--- src/mbw_pkg.sv ---
// Shared types and constants for the byte-lane width adapter
package mbw_pkg;
	localparam int MST_W      = 32;
	localparam int MST_BYTES  = 4;
	localparam int BYTE_W     = 8;
	localparam int AW         = 32;
	localparam logic [1:0] SZ_BYTE = 2'h0;
	localparam logic [1:0] SZ_HALF = 2'h1;
	localparam logic [1:0] SZ_WORD = 2'h2;
	localparam logic [1:0] SZ_DWRD = 2'h3;
	localparam logic [3:0] BE_HALF = 4'h3;
	localparam logic [3:0] BE_WORD = 4'hf;
	localparam logic [3:0] BE_NONE = 4'h0;
	localparam logic [AW-1:0] WORD_STEP = 32'h4;

	// Master request: size code, byte address, up to 64 bits of value
	typedef struct packed {
		logic [1:0]    size;
		logic [AW-1:0] addr;
		logic [63:0]   data;
	} mbw_req_s;

	typedef enum logic [1:0] {
		MBW_IDLE = 2'b00,
		MBW_BEAT = 2'b01
	} mbw_state_e;
endpackage

--- src/mbw_adapter.sv ---
// Byte-lane mapping and width adaptation from a 32-bit master to a slave port
//
// Behaviour
// - Ports carry descending bit order; bits 7:0 are byte offset 0.
// - Slave lane depends only on byte address, for every master.
// - Wide master to narrow slave: slave-width beats, lowest bytes first.
// - Narrow master to wide slave: bytes realigned to addressed lanes.
// - Master writes naturally aligned byte, halfword, word; a doubleword needs only word alignment.
// - Byte write at offset N enables only lane N.
// - Word write enables all four lanes, LSB on bits 7:0.
// - Least significant byte of a value sits at lowest offset.
// - 64-bit value: LSB at offset 0, MSB at offset 7.
// - 64-bit store goes as one request, sent in slave-width beats, lowest bytes first.
// - Byte and halfword writes address from a four-byte aligned base.
// - Port lane map is independent of internal byte significance.
// - Odd-ordered cores are wrapped to the little-endian lane order.
// - Copy reads run sequentially upward from the source base.
// - Copy writes run sequentially upward from the destination base.
`timescale 1ns/1ps
module mbw_adapter #(
	parameter int SLV_W = 16
) (
	// Clock, reset, enable
	input  wire logic                  clk_i,
	input  wire logic                  rst_i,
	input  wire logic                  ce_i,
	// Master request
	input  wire logic                  req_valid_i,
	output logic                       req_ready_o,
	input  wire mbw_pkg::mbw_req_s     req_i,
	output logic                       req_misalign_o,
	// Slave write port
	output logic                       slv_write_o,
	output logic [mbw_pkg::AW-1:0]     slv_addr_o,
	output logic [SLV_W-1:0]           slv_wdata_o,
	output logic [SLV_W/8-1:0]         slv_be_o,
	input  wire logic                  slv_wait_i
);
	localparam int SB    = SLV_W / 8;
	localparam int LB    = (SB > 1) ? $clog2(SB) : 1;
	// Room for a doubleword placed at the top word of the widest slave
	localparam int WBUF  = 256;
	localparam int NBYTE = WBUF / 8;
	localparam int BW    = mbw_pkg::AW + SLV_W + SB;

	// Beat record handed to the two-entry buffer
	typedef struct packed {
		logic [mbw_pkg::AW-1:0] addr;
		logic [SLV_W-1:0]       data;
		logic [SB-1:0]          be;
	} mbw_beat_s;

	// Whole adapter state
	typedef struct packed {
		mbw_pkg::mbw_state_e    state;
		logic                   rdy;
		logic [mbw_pkg::AW-1:0] addr;
		logic [NBYTE-1:0][7:0]  bytes;
		logic [NBYTE-1:0]       ben;
		logic [4:0]             left;
		logic                   misalign;
		logic                   wr;
		logic [mbw_pkg::AW-1:0] oaddr;
		logic [SLV_W-1:0]       odata;
		logic [SB-1:0]          obe;
	} mbw_st_s;

	// Reset image: idle and ready, nothing pending
	localparam mbw_st_s ST_RST = '{state: mbw_pkg::MBW_IDLE, rdy: 1'b1, default: '0};

	mbw_st_s   st_r;
	mbw_st_s   st_nxt;
	mbw_beat_s beat_in;
	mbw_beat_s beat_out;
	logic      buf_in_ready;
	logic      buf_out_valid;
	logic      buf_pop;
	logic      beat_live;

	// Buffer head with disabled lanes cleared
	logic [SLV_W-1:0] lane_data;

	////////////////////////////////////////////////////////////////////////
	// Byte-enable mask of one master access in master lanes

	function automatic logic [7:0] lane_mask(input logic [1:0] sz, input logic [1:0] off);
		logic [7:0] m;
		m = 8'h0;
		case (sz)
			mbw_pkg::SZ_BYTE: m = 8'h1 << off;
			mbw_pkg::SZ_HALF: m = {4'h0, mbw_pkg::BE_HALF} << {off[1], 1'b0};
			mbw_pkg::SZ_WORD: m = {4'h0, mbw_pkg::BE_WORD};
			mbw_pkg::SZ_DWRD: m = 8'hff;
			default:          m = 8'h0;
		endcase
		return m;
	endfunction

	// Alignment check against the access size; doubleword needs only word alignment
	function automatic logic aligned(input logic [1:0] sz, input logic [2:0] a);
		logic ok;
		ok = 1'b0;
		case (sz)
			mbw_pkg::SZ_BYTE: ok = 1'b1;
			mbw_pkg::SZ_HALF: ok = (a[0] == 1'b0);
			mbw_pkg::SZ_WORD: ok = (a[1:0] == 2'h0);
			mbw_pkg::SZ_DWRD: ok = (a[1:0] == 2'h0);
			default:          ok = 1'b0;
		endcase
		return ok;
	endfunction

	// Word position of an access inside the slave word; zero below a word
	function automatic logic [3:0] slave_off(input logic [mbw_pkg::AW-1:0] a);
		logic [3:0] o;
		o = 4'(a[LB-1:0] & 4'(SB - 1)) & 4'hc;
		if (SB < 4) begin
			o = 4'h0;
		end
		return o;
	endfunction

	// Slave beats covering a word or doubleword that starts at lane off
	function automatic logic [4:0] span_beats(input logic [1:0] sz, input logic [3:0] off);
		int n;
		n = (sz == mbw_pkg::SZ_DWRD) ? 8 : 4;
		return 5'((int'(off) + n + SB - 1) / SB);
	endfunction

	////////////////////////////////////////////////////////////////////////
	// Request capture and beat generation

	assign req_ready_o = st_r.rdy;

	always_comb begin
		logic [7:0]             m;
		logic [63:0]            val;
		logic [mbw_pkg::AW-1:0] base;
		logic [3:0]             off;
		logic                   pick;
		m    = 8'h0;
		val  = 64'h0;
		base = '0;
		off  = 4'h0;
		pick = 1'b0;
		st_nxt = st_r;
		beat_in = '0;
		case (st_r.state)
			mbw_pkg::MBW_IDLE: begin
				if (req_valid_i) begin
					// Value placed LSB-first onto lanes of its address
					m    = lane_mask(req_i.size, req_i.addr[1:0]);
					val  = req_i.data << {req_i.addr[1:0], 3'h0};
					base = req_i.addr & ~mbw_pkg::AW'(SB - 1);
					st_nxt.misalign = ~aligned(req_i.size, req_i.addr[2:0]);
					if (aligned(req_i.size, req_i.addr[2:0])) begin
						st_nxt.bytes = '0;
						st_nxt.ben   = '0;
						// Place master lanes at their offset within the slave word
						off = slave_off(req_i.addr);
						for (int i = 0; i < 8; i++) begin
							st_nxt.bytes[i + int'(off)] = val[i*8 +: 8];
							st_nxt.ben[i + int'(off)]   = m[i];
						end
						st_nxt.addr  = (SB < 4) ? (req_i.addr & ~mbw_pkg::AW'(3)) : base;
						// Beats to cover the touched span
						st_nxt.left  = span_beats(req_i.size, off);
						st_nxt.state = mbw_pkg::MBW_BEAT;
					end
				end
			end
			mbw_pkg::MBW_BEAT: begin
				// Lowest slave-width slice goes out first
				beat_in.addr = st_r.addr;
				beat_in.data = SLV_W'(st_r.bytes);
				beat_in.be   = SB'(st_r.ben);
				// Empty slices advance without a slave beat
				pick = buf_in_ready || !beat_live;
				if (pick) begin
					st_nxt.bytes = st_r.bytes >> SLV_W;
					st_nxt.ben   = st_r.ben >> SB;
					st_nxt.addr  = st_r.addr + mbw_pkg::AW'(SB);
					st_nxt.left  = st_r.left - 5'h1;
					if (st_r.left == 5'h1) begin
						st_nxt.state = mbw_pkg::MBW_IDLE;
					end
				end
			end
			default: st_nxt.state = mbw_pkg::MBW_IDLE;
		endcase
		// Output stage registers the buffer head
		st_nxt.wr = buf_out_valid;
		st_nxt.oaddr = beat_out.addr;
		st_nxt.odata = lane_data;
		st_nxt.obe   = buf_out_valid ? beat_out.be : '0;
		if (st_r.wr && slv_wait_i) begin
			st_nxt.wr    = st_r.wr;
			st_nxt.oaddr = st_r.oaddr;
			st_nxt.odata = st_r.odata;
			st_nxt.obe   = st_r.obe;
		end
		st_nxt.rdy = (st_nxt.state == mbw_pkg::MBW_IDLE);
	end

	// Pop when the output stage can take a new beat
	assign buf_pop = ~(st_r.wr && slv_wait_i);

	// A slice with no enabled lane is dropped rather than written
	assign beat_live = (st_r.state == mbw_pkg::MBW_BEAT) && (SB'(st_r.ben) != '0);

	// Disabled lanes of a written beat leave the port at zero, never a stale byte
	for (genvar g = 0; g < SB; g++) begin : g_lane
		assign lane_data[g*8 +: 8] = beat_out.be[g] ? beat_out.data[g*8 +: 8] : 8'h0;
	end

	////////////////////////////////////////////////////////////////////////
	// Two-entry buffer between beat generator and slave port

	mbw_skid #(
		.W (BW)
	) u_skid (
		.clk_i       (clk_i),
		.rst_i       (rst_i),
		.ce_i        (ce_i),
		.in_valid_i  (beat_live),
		.in_ready_o  (buf_in_ready),
		.in_data_i   (beat_in),
		.out_valid_o (buf_out_valid),
		.out_ready_i (buf_pop),
		.out_data_o  (beat_out)
	);

	////////////////////////////////////////////////////////////////////////
	// State register and outputs

	always_ff @(posedge clk_i) begin
		if (rst_i) begin
			st_r <= ST_RST;
		end else if (ce_i) begin
			st_r <= st_nxt;
		end
	end

	// lanes already little-endian, no byte swap applied
	assign slv_write_o    = st_r.wr;
	assign slv_addr_o     = st_r.oaddr;
	assign slv_wdata_o    = st_r.odata;
	assign slv_be_o       = st_r.obe;
	assign req_misalign_o = st_r.misalign;
endmodule

--- src/mbw_skid.sv ---
// Two-entry valid/ready buffer in the slave-side beat path
`timescale 1ns/1ps
module mbw_skid #(
	parameter int W = 8
) (
	// Clock, reset and enable
	input  wire logic         clk_i,
	input  wire logic         rst_i,
	input  wire logic         ce_i,
	// Fill side
	input  wire logic         in_valid_i,
	output logic              in_ready_o,
	input  wire logic [W-1:0] in_data_i,
	// Drain side
	output logic              out_valid_o,
	input  wire logic         out_ready_i,
	output logic [W-1:0]      out_data_o
);
	typedef struct packed {
		logic [1:0][W-1:0] mem;
		logic [1:0]        cnt;
		logic              rd;
		logic              wr;
	} mbw_skid_s;

	mbw_skid_s st_r;
	mbw_skid_s st_nxt;
	logic      push;
	logic      pop;

	assign in_ready_o  = (st_r.cnt != 2'h2);
	assign out_valid_o = (st_r.cnt != 2'h0);
	assign out_data_o  = st_r.mem[st_r.rd];
	assign push        = in_valid_i && in_ready_o;
	assign pop         = out_valid_o && out_ready_i;

	always_comb begin
		st_nxt = st_r;
		if (push) begin
			st_nxt.mem[st_r.wr] = in_data_i;
			st_nxt.wr           = ~st_r.wr;
		end
		if (pop) begin
			st_nxt.rd = ~st_r.rd;
		end
		st_nxt.cnt = st_r.cnt + {1'b0, push} - {1'b0, pop};
	end

	always_ff @(posedge clk_i) begin
		if (rst_i) begin
			st_r <= '0;
		end else if (ce_i) begin
			st_r <= st_nxt;
		end
	end
endmodule

--- config.mk ---
export PLATFORM = sky130hd
export DESIGN_NAME = mbw_adapter
export DESIGN_NICKNAME = d
export VERILOG_FILES = /design/src/mbw_pkg.sv /design/src/mbw_adapter.sv /design/src/mbw_skid.sv
export SDC_FILE = /design/constraint.sdc
export NUM_CORES = 1
export LEC_CHECK = 0
export BUFFER_PORTS_ARGS = -buffer_cell sky130_fd_sc_hd__buf_2
export CORE_MARGIN = 2
export CORE_UTILIZATION = 30
export DETAILED_ROUTE_END_ITERATION = 16
export REMOVE_ABC_BUFFERS = 1
export SYNTH_ARGS = -nofsm -noshare
export SYNTH_HDL_FRONTEND = slang
export SYNTH_HIERARCHICAL = 1
export SYNTH_SLANG_ARGS = --single-unit
--- constraint.sdc ---
create_clock -name clk_i -period 4.4 [get_ports clk_i]
set_input_delay 1.32 -clock clk_i [delete_from_list [all_inputs] [get_ports clk_i]]
set_output_delay 1.32 -clock clk_i [all_outputs]
set_load 0.02 [all_outputs]
==> results.sh, run 1 <==
export IMPL_status="finished clean"
export IMPL_clock_latency_ns=0.51
export IMPL_synth_edf_count=0
export IMPL_numCtsBuffers=34
export IMPL_synth_area_leaders="dfxtp_1 39%, mux2i_1 10%, nand2b_1 6.8%"
export IMPL_grt_max_degree=165
export IMPL_routedWlPerCell_um=16.64
export IMPL_pwr_share_clk=0.435
export IMPL_yosys_register_bits=276
export IMPL_hold_path_class="reg2reg"
export IMPL_synth_commonest_cells="276 x dfxtp_1, 156 x nand2_1, 155 x nand2b_1"
export IMPL_multiInputGateArea_um2=7681
export IMPL_avgViaCountPerCell=5.054
export IMPL_drt_iter0_markers=876
export IMPL_num_io_pins=156
export IMPL_die_w_um=222.1
export IMPL_cts_htree_levels=2
export IMPL_start_util=0.3053
export IMPL_grt_pass1_vias=11430
export IMPL_synth_cell_types=72
export IMPL_relSlewSlack=0.3658
export IMPL_syn_cell_area_um2=14270
export IMPL_critPathSlowestCell="and2_4"
export IMPL_area_growth_pct=12.78
export IMPL_final_nets=1773
export IMPL_syn_area_per_cell_um2=8.713
export IMPL_swShare=0.2711
export IMPL_drive_gt1_frac=0.1929
export IMPL_critPathBufInv=2
export IMPL_drc=0
export IMPL_synth_top_area_share=0.3871
export IMPL_routabilityCongestion=0.8048
export IMPL_p_leak_nw=6.187
export IMPL_cts_buffer_depth=3
export IMPL_cts_resized=0
export IMPL_synth_ff_type="dfxtp_1"
export IMPL_fill_cells=4814
export IMPL_seqCellArea_um2=5527
export IMPL_cts_tree="done"
export IMPL_pwr_share_seq=0.433
export IMPL_setup_viol=0
export IMPL_grt_ovfl_total=0
export IMPL_rsz0062_at_grt="no"
export IMPL_cp_end_kind="register"
export IMPL_first_pass_iters=7
export IMPL_path_clk_slew_ns=0.06
export IMPL_synth_seq_area_share=0.3871
export IMPL_yosys_area_top_type="dfxtp_1"
export IMPL_via_count=11590
export IMPL_cpPeakStageDelay_ns=0.65
export IMPL_core_um2=46750
export IMPL_fin_crit_ns=3.030
export IMPL_wl_um=38160
export IMPL_hold_violations=0
export IMPL_combinationalPowerShare=0.132
export IMPL_power_density_nw_per_um2=386.4
export IMPL_p_int_mw=4.534
export IMPL_maxSlewViolCount=0
export IMPL_cp_start_kind="input port"
export IMPL_finalSetupTns_ns=0
export IMPL_synth_async_reset_ratio=0
export IMPL_crit_chain="buf_2 > nand2b_1 > o21ba_2 > and2_4 > buf_12 > nor2_1 > a211oi_1"
export IMPL_skew_ns=0.01829
export IMPL_synthCells=1638
export IMPL_die_area_um2=49340
export IMPL_die_h_um=222.1
export IMPL_drv_cap=0
export IMPL_final_util=0.3443
export IMPL_antenna_found_initial=1
export IMPL_port_buffers=155
export IMPL_worstPathArrival_ns=3.45
export IMPL_synth_warnings=6
export IMPL_yosysMostFrequentCell="dfxtp_1"
export IMPL_max_freq_mhz=330.0
export IMPL_cp_max_fo=56
export IMPL_p_switching_mw=1.686
export IMPL_track_usage=0.1506
export IMPL_cp_required_ns=4.82
export IMPL_fp_row_count=79
export IMPL_postCtsHoldBufs=0
export IMPL_dp_final_hpwl_um=24580
export IMPL_finalCritPeriodShare=0.6886
export IMPL_grt_pass1_wl_um=61290
export IMPL_vdd_ir_drop_max_uv=213.7
export IMPL_postCtsSetupBuffers=0
export IMPL_clock_sinks=276
export IMPL_criticalPathCategory="in2reg"
export IMPL_crit_family="simple AND/OR/NAND/NOR gates"
export IMPL_cts_root_buf="clkbuf_16"
export IMPL_rrSetupSlack_ns=1.66
export IMPL_antenna_left=0
export IMPL_tightest_slew_ns=0.9478
[placed cells by master, fill, tap and decap left out, drive strengths merged, types with 3 or more instances in the layout]
master,Yosys,final
a211oi,42,42
a21o,4,4
a21oi,106,106
a221oi,55,55
a22oi,3,3
a2bb2oi,5,5
a311oi,6,6
a31oi,5,5
and2,51,51
and3,3,3
buf,104,177
clkbuf,83,50
dfxtp,276,276
ha,5,5
inv,14,16
mux2,59,59
mux2i,147,147
mux4,8,8
nand2,158,158
nand2b,155,155
nand3,54,54
nand4,15,15
nor2,125,125
nor2b,12,12
nor3,61,61
nor3b,3,3
nor4,11,11
o21ai,29,29
o21bai,4,4
or2,3,3
xor2,5,5
[power by group through the flow]
stage | combinational, mW | clock [mW] | sequential (mW)
floorplan | 0.495 | 0 | 2.74
global placement | 0.817 | 0 | 2.74
detailed placement | 0.835 | 0 | 2.75
CTS | 0.837 | 2.78 | 2.69
global route | 0.911 | 2.87 | 2.70
finish | 0.820 | 2.71 | 2.69
[final cells by class]
type	count	share of cell area
clock inverters	7	0.004742
repair buffers	178	0.06273
well taps	607	0.04718
diodes	1	0.0001555
inverters	14	0.003265
multi-input cells	1161	0.4772
flip-flops and latches	276	0.3433
clock buffers	49	0.06141
[tightest hold or removal path, cell delays in order, from the launching register on]
cell     delay (ns)
dfxtp_1        0.30
nand2_1        0.05
a21oi_1        0.05
[metal layers]
layer  global-route usage  part of all wire
met1               0.2020              0.47
met3              0.02293             0.042
met5                    0                 0
met2               0.2486              0.47
met4              0.04599             0.024
[final timing paths]
kind	from	to	cells past startpoint
min	slv_be_o[1]	slv_be_o[1]	2
max reg2reg	u_skid/st_r[3]	st_r[373]	8
min reg2reg	slv_be_o[1]	slv_be_o[1]	2
max	ce_i	st_r[144]	7
[metrics by stage]
step / instance area (um2) / hold WS [ns] / power (mW) / setup WS, ns / std cells
CTS: 16090 / 0.4512 / 6.312 / 1.425 / 2292
global placement: 15030 / 0.4380 / 3.561 / 0.9660 / 2236
finish: 16100 / 0.4489 / 6.220 / 1.370 / 2293
global route: 16090 / 0.4682 / 6.490 / 1.172 / 2292
detailed placement: 15030 / 0.4445 / 3.582 / 0.8907 / 2236
floorplan: 13210 / 0.4260 / 3.235 / -3.540 / 1451
[sequential cells by signal (all words and copies together) (netlist names)]
signal and flops:
slv_wdata_o 16, st_r 119, req_misalign_o 1, slv_be_o 2, req_ready_o 1, slv_addr_o 32, slv_write_o 1, u_skid/st_r 104
[logic make-up (layout without fill, tap and decap cells)]
logic type	Yosys count	in the layout	synth area share
buffers and inverters	201	248	0.07793
multiplexers	214	214	0.1623
XOR/XNOR	6	6	0.003682
AO/OA/AOI/OAI	277	277	0.1298
flip-flops	276	276	0.3871
adder cells (fa/ha/maj)	5	5	0.004383
AND/OR/NAND/NOR	658	658	0.2345
other	1	2	0.0002627
No activity file was read; power rests on OpenSTA's default activity.
==> run 2, diff against run 1 <==
--- a/config.mk
+++ b/config.mk
@@ -5,6 +5,7 @@
 export SDC_FILE = /design/constraint.sdc
 export NUM_CORES = 1
 export LEC_CHECK = 0
+export ABC_AREA = 1
 export BUFFER_PORTS_ARGS = -buffer_cell sky130_fd_sc_hd__buf_2
 export CORE_MARGIN = 2
 export CORE_UTILIZATION = 30
==> constraint.sdc (replaced) <==
create_clock -name clk_i -period 2.8 [get_ports clk_i]
set_input_delay 0.84 -clock clk_i [delete_from_list [all_inputs] [get_ports clk_i]]
set_output_delay 0.84 -clock clk_i [all_outputs]
set_load 0.02 [all_outputs]
==> run 2 against run 1 <==
  * Register-to-register slack worse by 1.0 ns
  * Synthesized cell count up 40%
  * Total power is 52% higher
  * Sequential share of layout area fell by 1.9 points
==> results.sh, run 2 <==
export IMPL_drc=0
export IMPL_grt_pass1_vias=12870
export IMPL_yosysMostFrequentCell="nand2_1"
export IMPL_rr_endpoint="u_skid/st_r[3]"
export IMPL_layout_common_cells="455 x nand2_1, 449 x nor2_1, 275 x dfxtp_1"
export IMPL_routedWlPerCell_um=13.42
export IMPL_grt_ovfl_total=0
export IMPL_cts_htree_levels=1
export IMPL_hold_path_class="reg2reg"
export IMPL_synth_cell_types=39
export IMPL_status="finished clean"
export IMPL_synth_async_reset_ratio=0
export IMPL_power_density_nw_per_um2=553.7
export IMPL_largest_reg_flops=119
export IMPL_die_h_um=228.8
export IMPL_fp_row_count=82
export IMPL_die_w_um=228.8
export IMPL_cp_end_kind="register"
export IMPL_vdd_ir_drop_max_uv=452.3
export IMPL_endpoint="u_skid/st_r[3]"
export IMPL_yosys_area_top_type="dfxtp_1"
export IMPL_rrSetupSlack_ns=0.66
export IMPL_worstPathArrival_ns=2.60
export IMPL_setup_viol=0
export IMPL_num_io_pins=156
export IMPL_synth_commonest_cells="456 x nand2_1, 449 x nor2_1, 276 x dfxtp_1"
export IMPL_yosys_register_bits=276
export IMPL_wl_um=40660
export IMPL_final_common_cell="nand2_1"
export IMPL_cp_start_kind="register"
export IMPL_die_area_um2=52350
export IMPL_grt_max_degree=101
export IMPL_path_clk_slew_ns=0.06
export IMPL_top_register="st_r"
export IMPL_synth_warnings=6
export IMPL_hold_violations=0
export IMPL_cts_buffer_depth=3
export IMPL_area_growth_pct=12.35
export IMPL_finalSetupTns_ns=0
export IMPL_max_freq_mhz=466.9
export IMPL_worst_slack_ns=0.6583
export IMPL_core_um2=50070
export IMPL_p_leak_nw=7.610
export IMPL_drt_iter0_markers=1002
export IMPL_syn_area_per_cell_um2=6.603
export IMPL_routabilityCongestion=0.8756
export IMPL_antenna_left=0
export IMPL_postCtsHoldBufs=0
export IMPL_clock_sinks=276
export IMPL_drv_cap=0
export IMPL_synth_area_leaders="dfxtp_1 36%, nand2_1 11%, nor2_1 11%"
export IMPL_dp_final_hpwl_um=27870
export IMPL_via_count=13940
export IMPL_synth_top_area_share=0.3644
export IMPL_maxSlewViolCount=0
export IMPL_finalCritPeriodShare=0.7649
export IMPL_synth_seq_area_share=0.3644
export IMPL_tightest_slew_ns=0.8705
export IMPL_numCtsBuffers=30
export IMPL_postCtsSetupBuffers=0
export IMPL_rsz0062_at_grt="no"
export IMPL_drive_gt1_frac=0.1829
export IMPL_grt_pass1_wl_um=66120
export IMPL_avgViaCountPerCell=4.600
export IMPL_first_pass_iters=5
export IMPL_antenna_found_initial=1
export IMPL_track_usage=0.1511
export IMPL_dp_slack_ns=0.4268
export IMPL_final_nets=2442
export IMPL_cp_startpoint="st_r[379]"
export IMPL_reg2reg_from="st_r[379]"
export IMPL_cts_root_buf="clkbuf_16"
export IMPL_criticalPathCategory="reg2reg"
export IMPL_cts_tree="done"
export IMPL_total_power_mw=9.432
export IMPL_skew_ns=0.009359
export IMPL_synthCells=2296
export IMPL_cp_max_fo=11
export IMPL_relSlewSlack=0.4197
export IMPL_syn_cell_area_um2=15160
export IMPL_cp_required_ns=3.25
export IMPL_synth_ff_type="dfxtp_1"
export IMPL_cts_resized=0
export IMPL_reg2regPathDepth=12
export IMPL_fill_cells=5491
export IMPL_fin_crit_ns=2.142
export IMPL_synth_edf_count=0
export IMPL_start_util=0.3028
export IMPL_port_buffers=155
export IMPL_clock_latency_ns=0.56
## run 2: worst min-delay path by stage
| stage | slack, ns | cells after the start | start | to |
|---|---|---|---|---|
| after floorplan | 0.43 | 2 | st_r[319] | st_r[319] |
| after global placement | 0.44 | 2 | st_r[319] | st_r[319] |
| after detailed placement | 0.44 | 2 | st_r[319] | st_r[319] |
| after CTS | 0.45 | 2 | st_r[319] | st_r[319] |
| after global routing | 0.47 | 2 | st_r[319] | st_r[319] |
| final | 0.45 | 2 | st_r[319] | st_r[319] |
## run 2: worst max-delay path, cell delays in order, from the launching register on
cell and delay (ns):
dfxtp_1 0.35, inv_2 0.11, nand2_4 0.11, a21oi_1 0.44, nand2_1 0.14, ha_1 0.29, inv_1 0.05, ha_1 0.16
nor2_1 0.05, nor2_1 0.13, nand3_1 0.10, nand2_1 0.07, nor2_1 0.04
## run 2: final cells by class
cell class | count | area [um2] | area share
Antenna cell | 1 | 2.502 | 0.0001469
Clock buffer | 47 | 915.9 | 0.05377
Clock inverter | 8 | 40.04 | 0.002351
Inverter | 221 | 838.3 | 0.04921
Multi-Input combinational cell | 1609 | 7636 | 0.4483
Sequential cell | 276 | 5527 | 0.3244
Tap cell | 672 | 840.8 | 0.04936
Timing Repair Buffer | 196 | 1234 | 0.07243
## run 2: power breakdown
group	internal (mW)	switching [mW]
Sequential	4.12	0.120
Clock	2.23	1.61
Combinational	0.444	0.913
Total	6.79	2.64
## run 2: per-layer routing
layer  global-route usage  routed length (um)  part of all wire  up-vias
li1                     -                   -                 -     7202
met1               0.2057               19030              0.47     6323
met2               0.2496               18480              0.45      370
met3              0.02745                2442             0.060       44
met4              0.03125                 713             0.018        0
met5                    0                   0                 0        -
## run 2: cells by family after synthesis
logic type | share of synthesized area
buf+inv | 0.1341
fa+ha+maj | 0.004126
mux | 0.001321
flops | 0.3644
other cells | 0.0002473
simple gates | 0.3534
compound gates | 0.1418
xor+xnor | 0.0005778
## run 2: stage by stage
stage | cell area, um2 | hold slack [ns] | std cells | util
after global placement | 16080 | 0.4352 | 2974 | 0.3211
after CTS | 17030 | 0.4475 | 3029 | 0.3402
after floorplan | 13970 | 0.4252 | 2106 | -
final | 17030 | 0.4470 | 3030 | 0.3402
after global routing | 17030 | 0.4729 | 3030 | 0.3402
after detailed placement | 16080 | 0.4379 | 2974 | 0.3211
==> run 3, diff against run 2 <==
==> constraint.sdc (replaced) <==
create_clock -name clk_i -period 1.9 [get_ports clk_i]
set_input_delay 0.57 -clock clk_i [delete_from_list [all_inputs] [get_ports clk_i]]
set_output_delay 0.57 -clock clk_i [all_outputs]
set_load 0.02 [all_outputs]
==> run 3 against run 2 <==
  * Sequential power increased by 47%
  * Total power up 57%
  * Via count grew 1.2%
  * Combinational power grew 59%
  * Non-clock buffer count up 45
  * Register-to-register slack lost 0.53 ns
  * Die area stayed put
  * Utilization up 1.4 points
  * Hold slack worse by 0.15 ns
  * Flip-flop and latch count did not move
  * Maximum frequency grew 21%
  * Critical path type unchanged
==> results.sh, run 3 (same netlist as run 2, synthesis figures left out) <==
export IMPL_hold_depth=5
export IMPL_wl_um=40980
export IMPL_drt_iter0_markers=1060
export IMPL_fill_cells=5435
export IMPL_vdd_ir_drop_max_uv=691.4
export IMPL_cts_htree_levels=1
export IMPL_path_clk_slew_ns=0.06
export IMPL_core_um2=50070
export IMPL_cp_end_kind="register"
export IMPL_layout_common_cells="455 x nand2_1, 446 x nor2_1, 273 x dfxtp_1"
export IMPL_routedWlPerCell_um=13.34
export IMPL_area_growth_pct=16.90
export IMPL_total_power_mw=14.79
export IMPL_status="finished clean"
export IMPL_first_pass_iters=6
export IMPL_die_area_um2=52350
export IMPL_cts_buffer_depth=3
export IMPL_hp_start="req_i[86]"
export IMPL_avgViaCountPerCell=4.592
export IMPL_antenna_found_initial=1
export IMPL_num_io_pins=156
export IMPL_final_nets=2486
export IMPL_hold_path_class="in2reg"
export IMPL_numCtsBuffers=29
export IMPL_cts_root_buf="clkbuf_16"
export IMPL_cp_max_fo=3
export IMPL_min_to="st_r[367]"
export IMPL_drc=0
export IMPL_skew_ns=0.02292
export IMPL_hold_violations=0
export IMPL_port_buffers=155
export IMPL_die_h_um=228.8
export IMPL_track_usage=0.1552
export IMPL_top_register="st_r"
export IMPL_final_area_um2=17720
export IMPL_cp_start_kind="register"
export IMPL_grt_max_degree=80
export IMPL_fin_crit_ns=1.771
export IMPL_drive_gt1_frac=0.2018
export IMPL_clock_sinks=276
export IMPL_criticalPathCategory="reg2reg"
export IMPL_grt_pass1_wl_um=68580
export IMPL_fp_row_count=82
export IMPL_dpl_cell_area_um2=16620
export IMPL_p_leak_nw=7.965
export IMPL_hold_slack_ns=0.2946
export IMPL_rsz0062_at_grt="no"
export IMPL_start_util=0.3028
export IMPL_rr_endpoint="u_skid/st_r[3]"
export IMPL_rrSetupSlack_ns=0.13
export IMPL_grt_ovfl_total=0
export IMPL_drv_cap=0
export IMPL_antenna_left=0
export IMPL_postCtsHoldBufs=0
export IMPL_power_density_nw_per_um2=834.6
export IMPL_max_freq_mhz=564.6
export IMPL_finalSetupTns_ns=0
export IMPL_cts_tree="done"
export IMPL_grt_pass1_vias=13360
export IMPL_clock_latency_ns=0.57
export IMPL_reg2reg_from="st_r[379]"
export IMPL_dp_final_hpwl_um=29120
export IMPL_finalCritPeriodShare=0.9321
export IMPL_routabilityCongestion=0.8634
export IMPL_die_w_um=228.8
export IMPL_cp_required_ns=2.36
export IMPL_maxSlewViolCount=0
export IMPL_largest_reg_flops=119
export IMPL_via_count=14100
export IMPL_reg2regPathDepth=12
export IMPL_final_common_cell="nand2_1"
export IMPL_setup_viol=0
export IMPL_worstPathArrival_ns=2.23
## run 3: critical path, cell delays in order (launching register included)
cell,delay [ns]
dfxtp_2,0.34
inv_2,0.10
nand2_4,0.07
a21oi_1,0.16
nand2_1,0.11
ha_1,0.28
inv_1,0.06
ha_1,0.16
nor2_1,0.05
nor2_1,0.15
nand3_1,0.10
nand2_1,0.07
nor2_1,0.04
## run 3: how the worst max path moves through the flow
stage | startpoint | to | slack, ns | cells past startpoint
after floorplan | st_r[378] | u_skid/st_r[10] | -3.02 | 5
after global placement | req_i[64] | st_r[122] | -0.11 | 8
after detailed placement | req_i[64] | st_r[122] | -0.14 | 8
after CTS | st_r[346] | st_r[376] | 0.05 | 10
after global routing | st_r[348] | st_r[369] | 0.001 | 10
final | st_r[379] | u_skid/st_r[3] | 0.13 | 12
## run 3: final cells by class
type | instances | area, um2 | area share
repair buffers | 241 | 1797 | 0.1014
clock buffers | 37 | 815.8 | 0.04603
clock inverters | 14 | 251.5 | 0.01419
diodes | 1 | 2.502 | 0.0001412
well taps | 672 | 840.8 | 0.04744
flip-flops and latches | 276 | 5529 | 0.3120
inverters | 221 | 838.3 | 0.04730
multi-input cells | 1609 | 7649 | 0.4316
## run 3: where the power goes
group	switching [mW]	total [mW]	internal, mW
Sequential	0.174	6.25	6.07
Clock	2.42	6.38	3.96
Combinational	1.38	2.16	0.784
## run 3: layer usage
layer  up-vias  part of all wire  track usage  wire length [um]
met5         -                 0            0                 0
met4         0             0.013      0.02881               529
met3        38             0.063      0.02557              2587
met2       408              0.46       0.2613             18790
met1      6350              0.47       0.2101             19080
li1       7305                 -            -                 -
## run 3: stage by stage
| stage | instances | util | setup WS [ns] |
|---|---|---|---|
| after floorplan | 2106 | - | -3.017 |
| after CTS | 3067 | 0.3532 | 0.04780 |
| final | 3071 | 0.3540 | 0.1290 |
| after detailed placement | 3016 | 0.3319 | -0.1355 |
| after global placement | 3016 | 0.3319 | -0.1141 |
| after global routing | 3071 | 0.3540 | 0.001285 |
## run 3: what timing repair did
| action | CTS | global route |
|---|---|---|
| setup endpoints to repair | 0 | 52 |
| setup buffers | 0 | 3 |
| resized for setup | 0 | 8 |
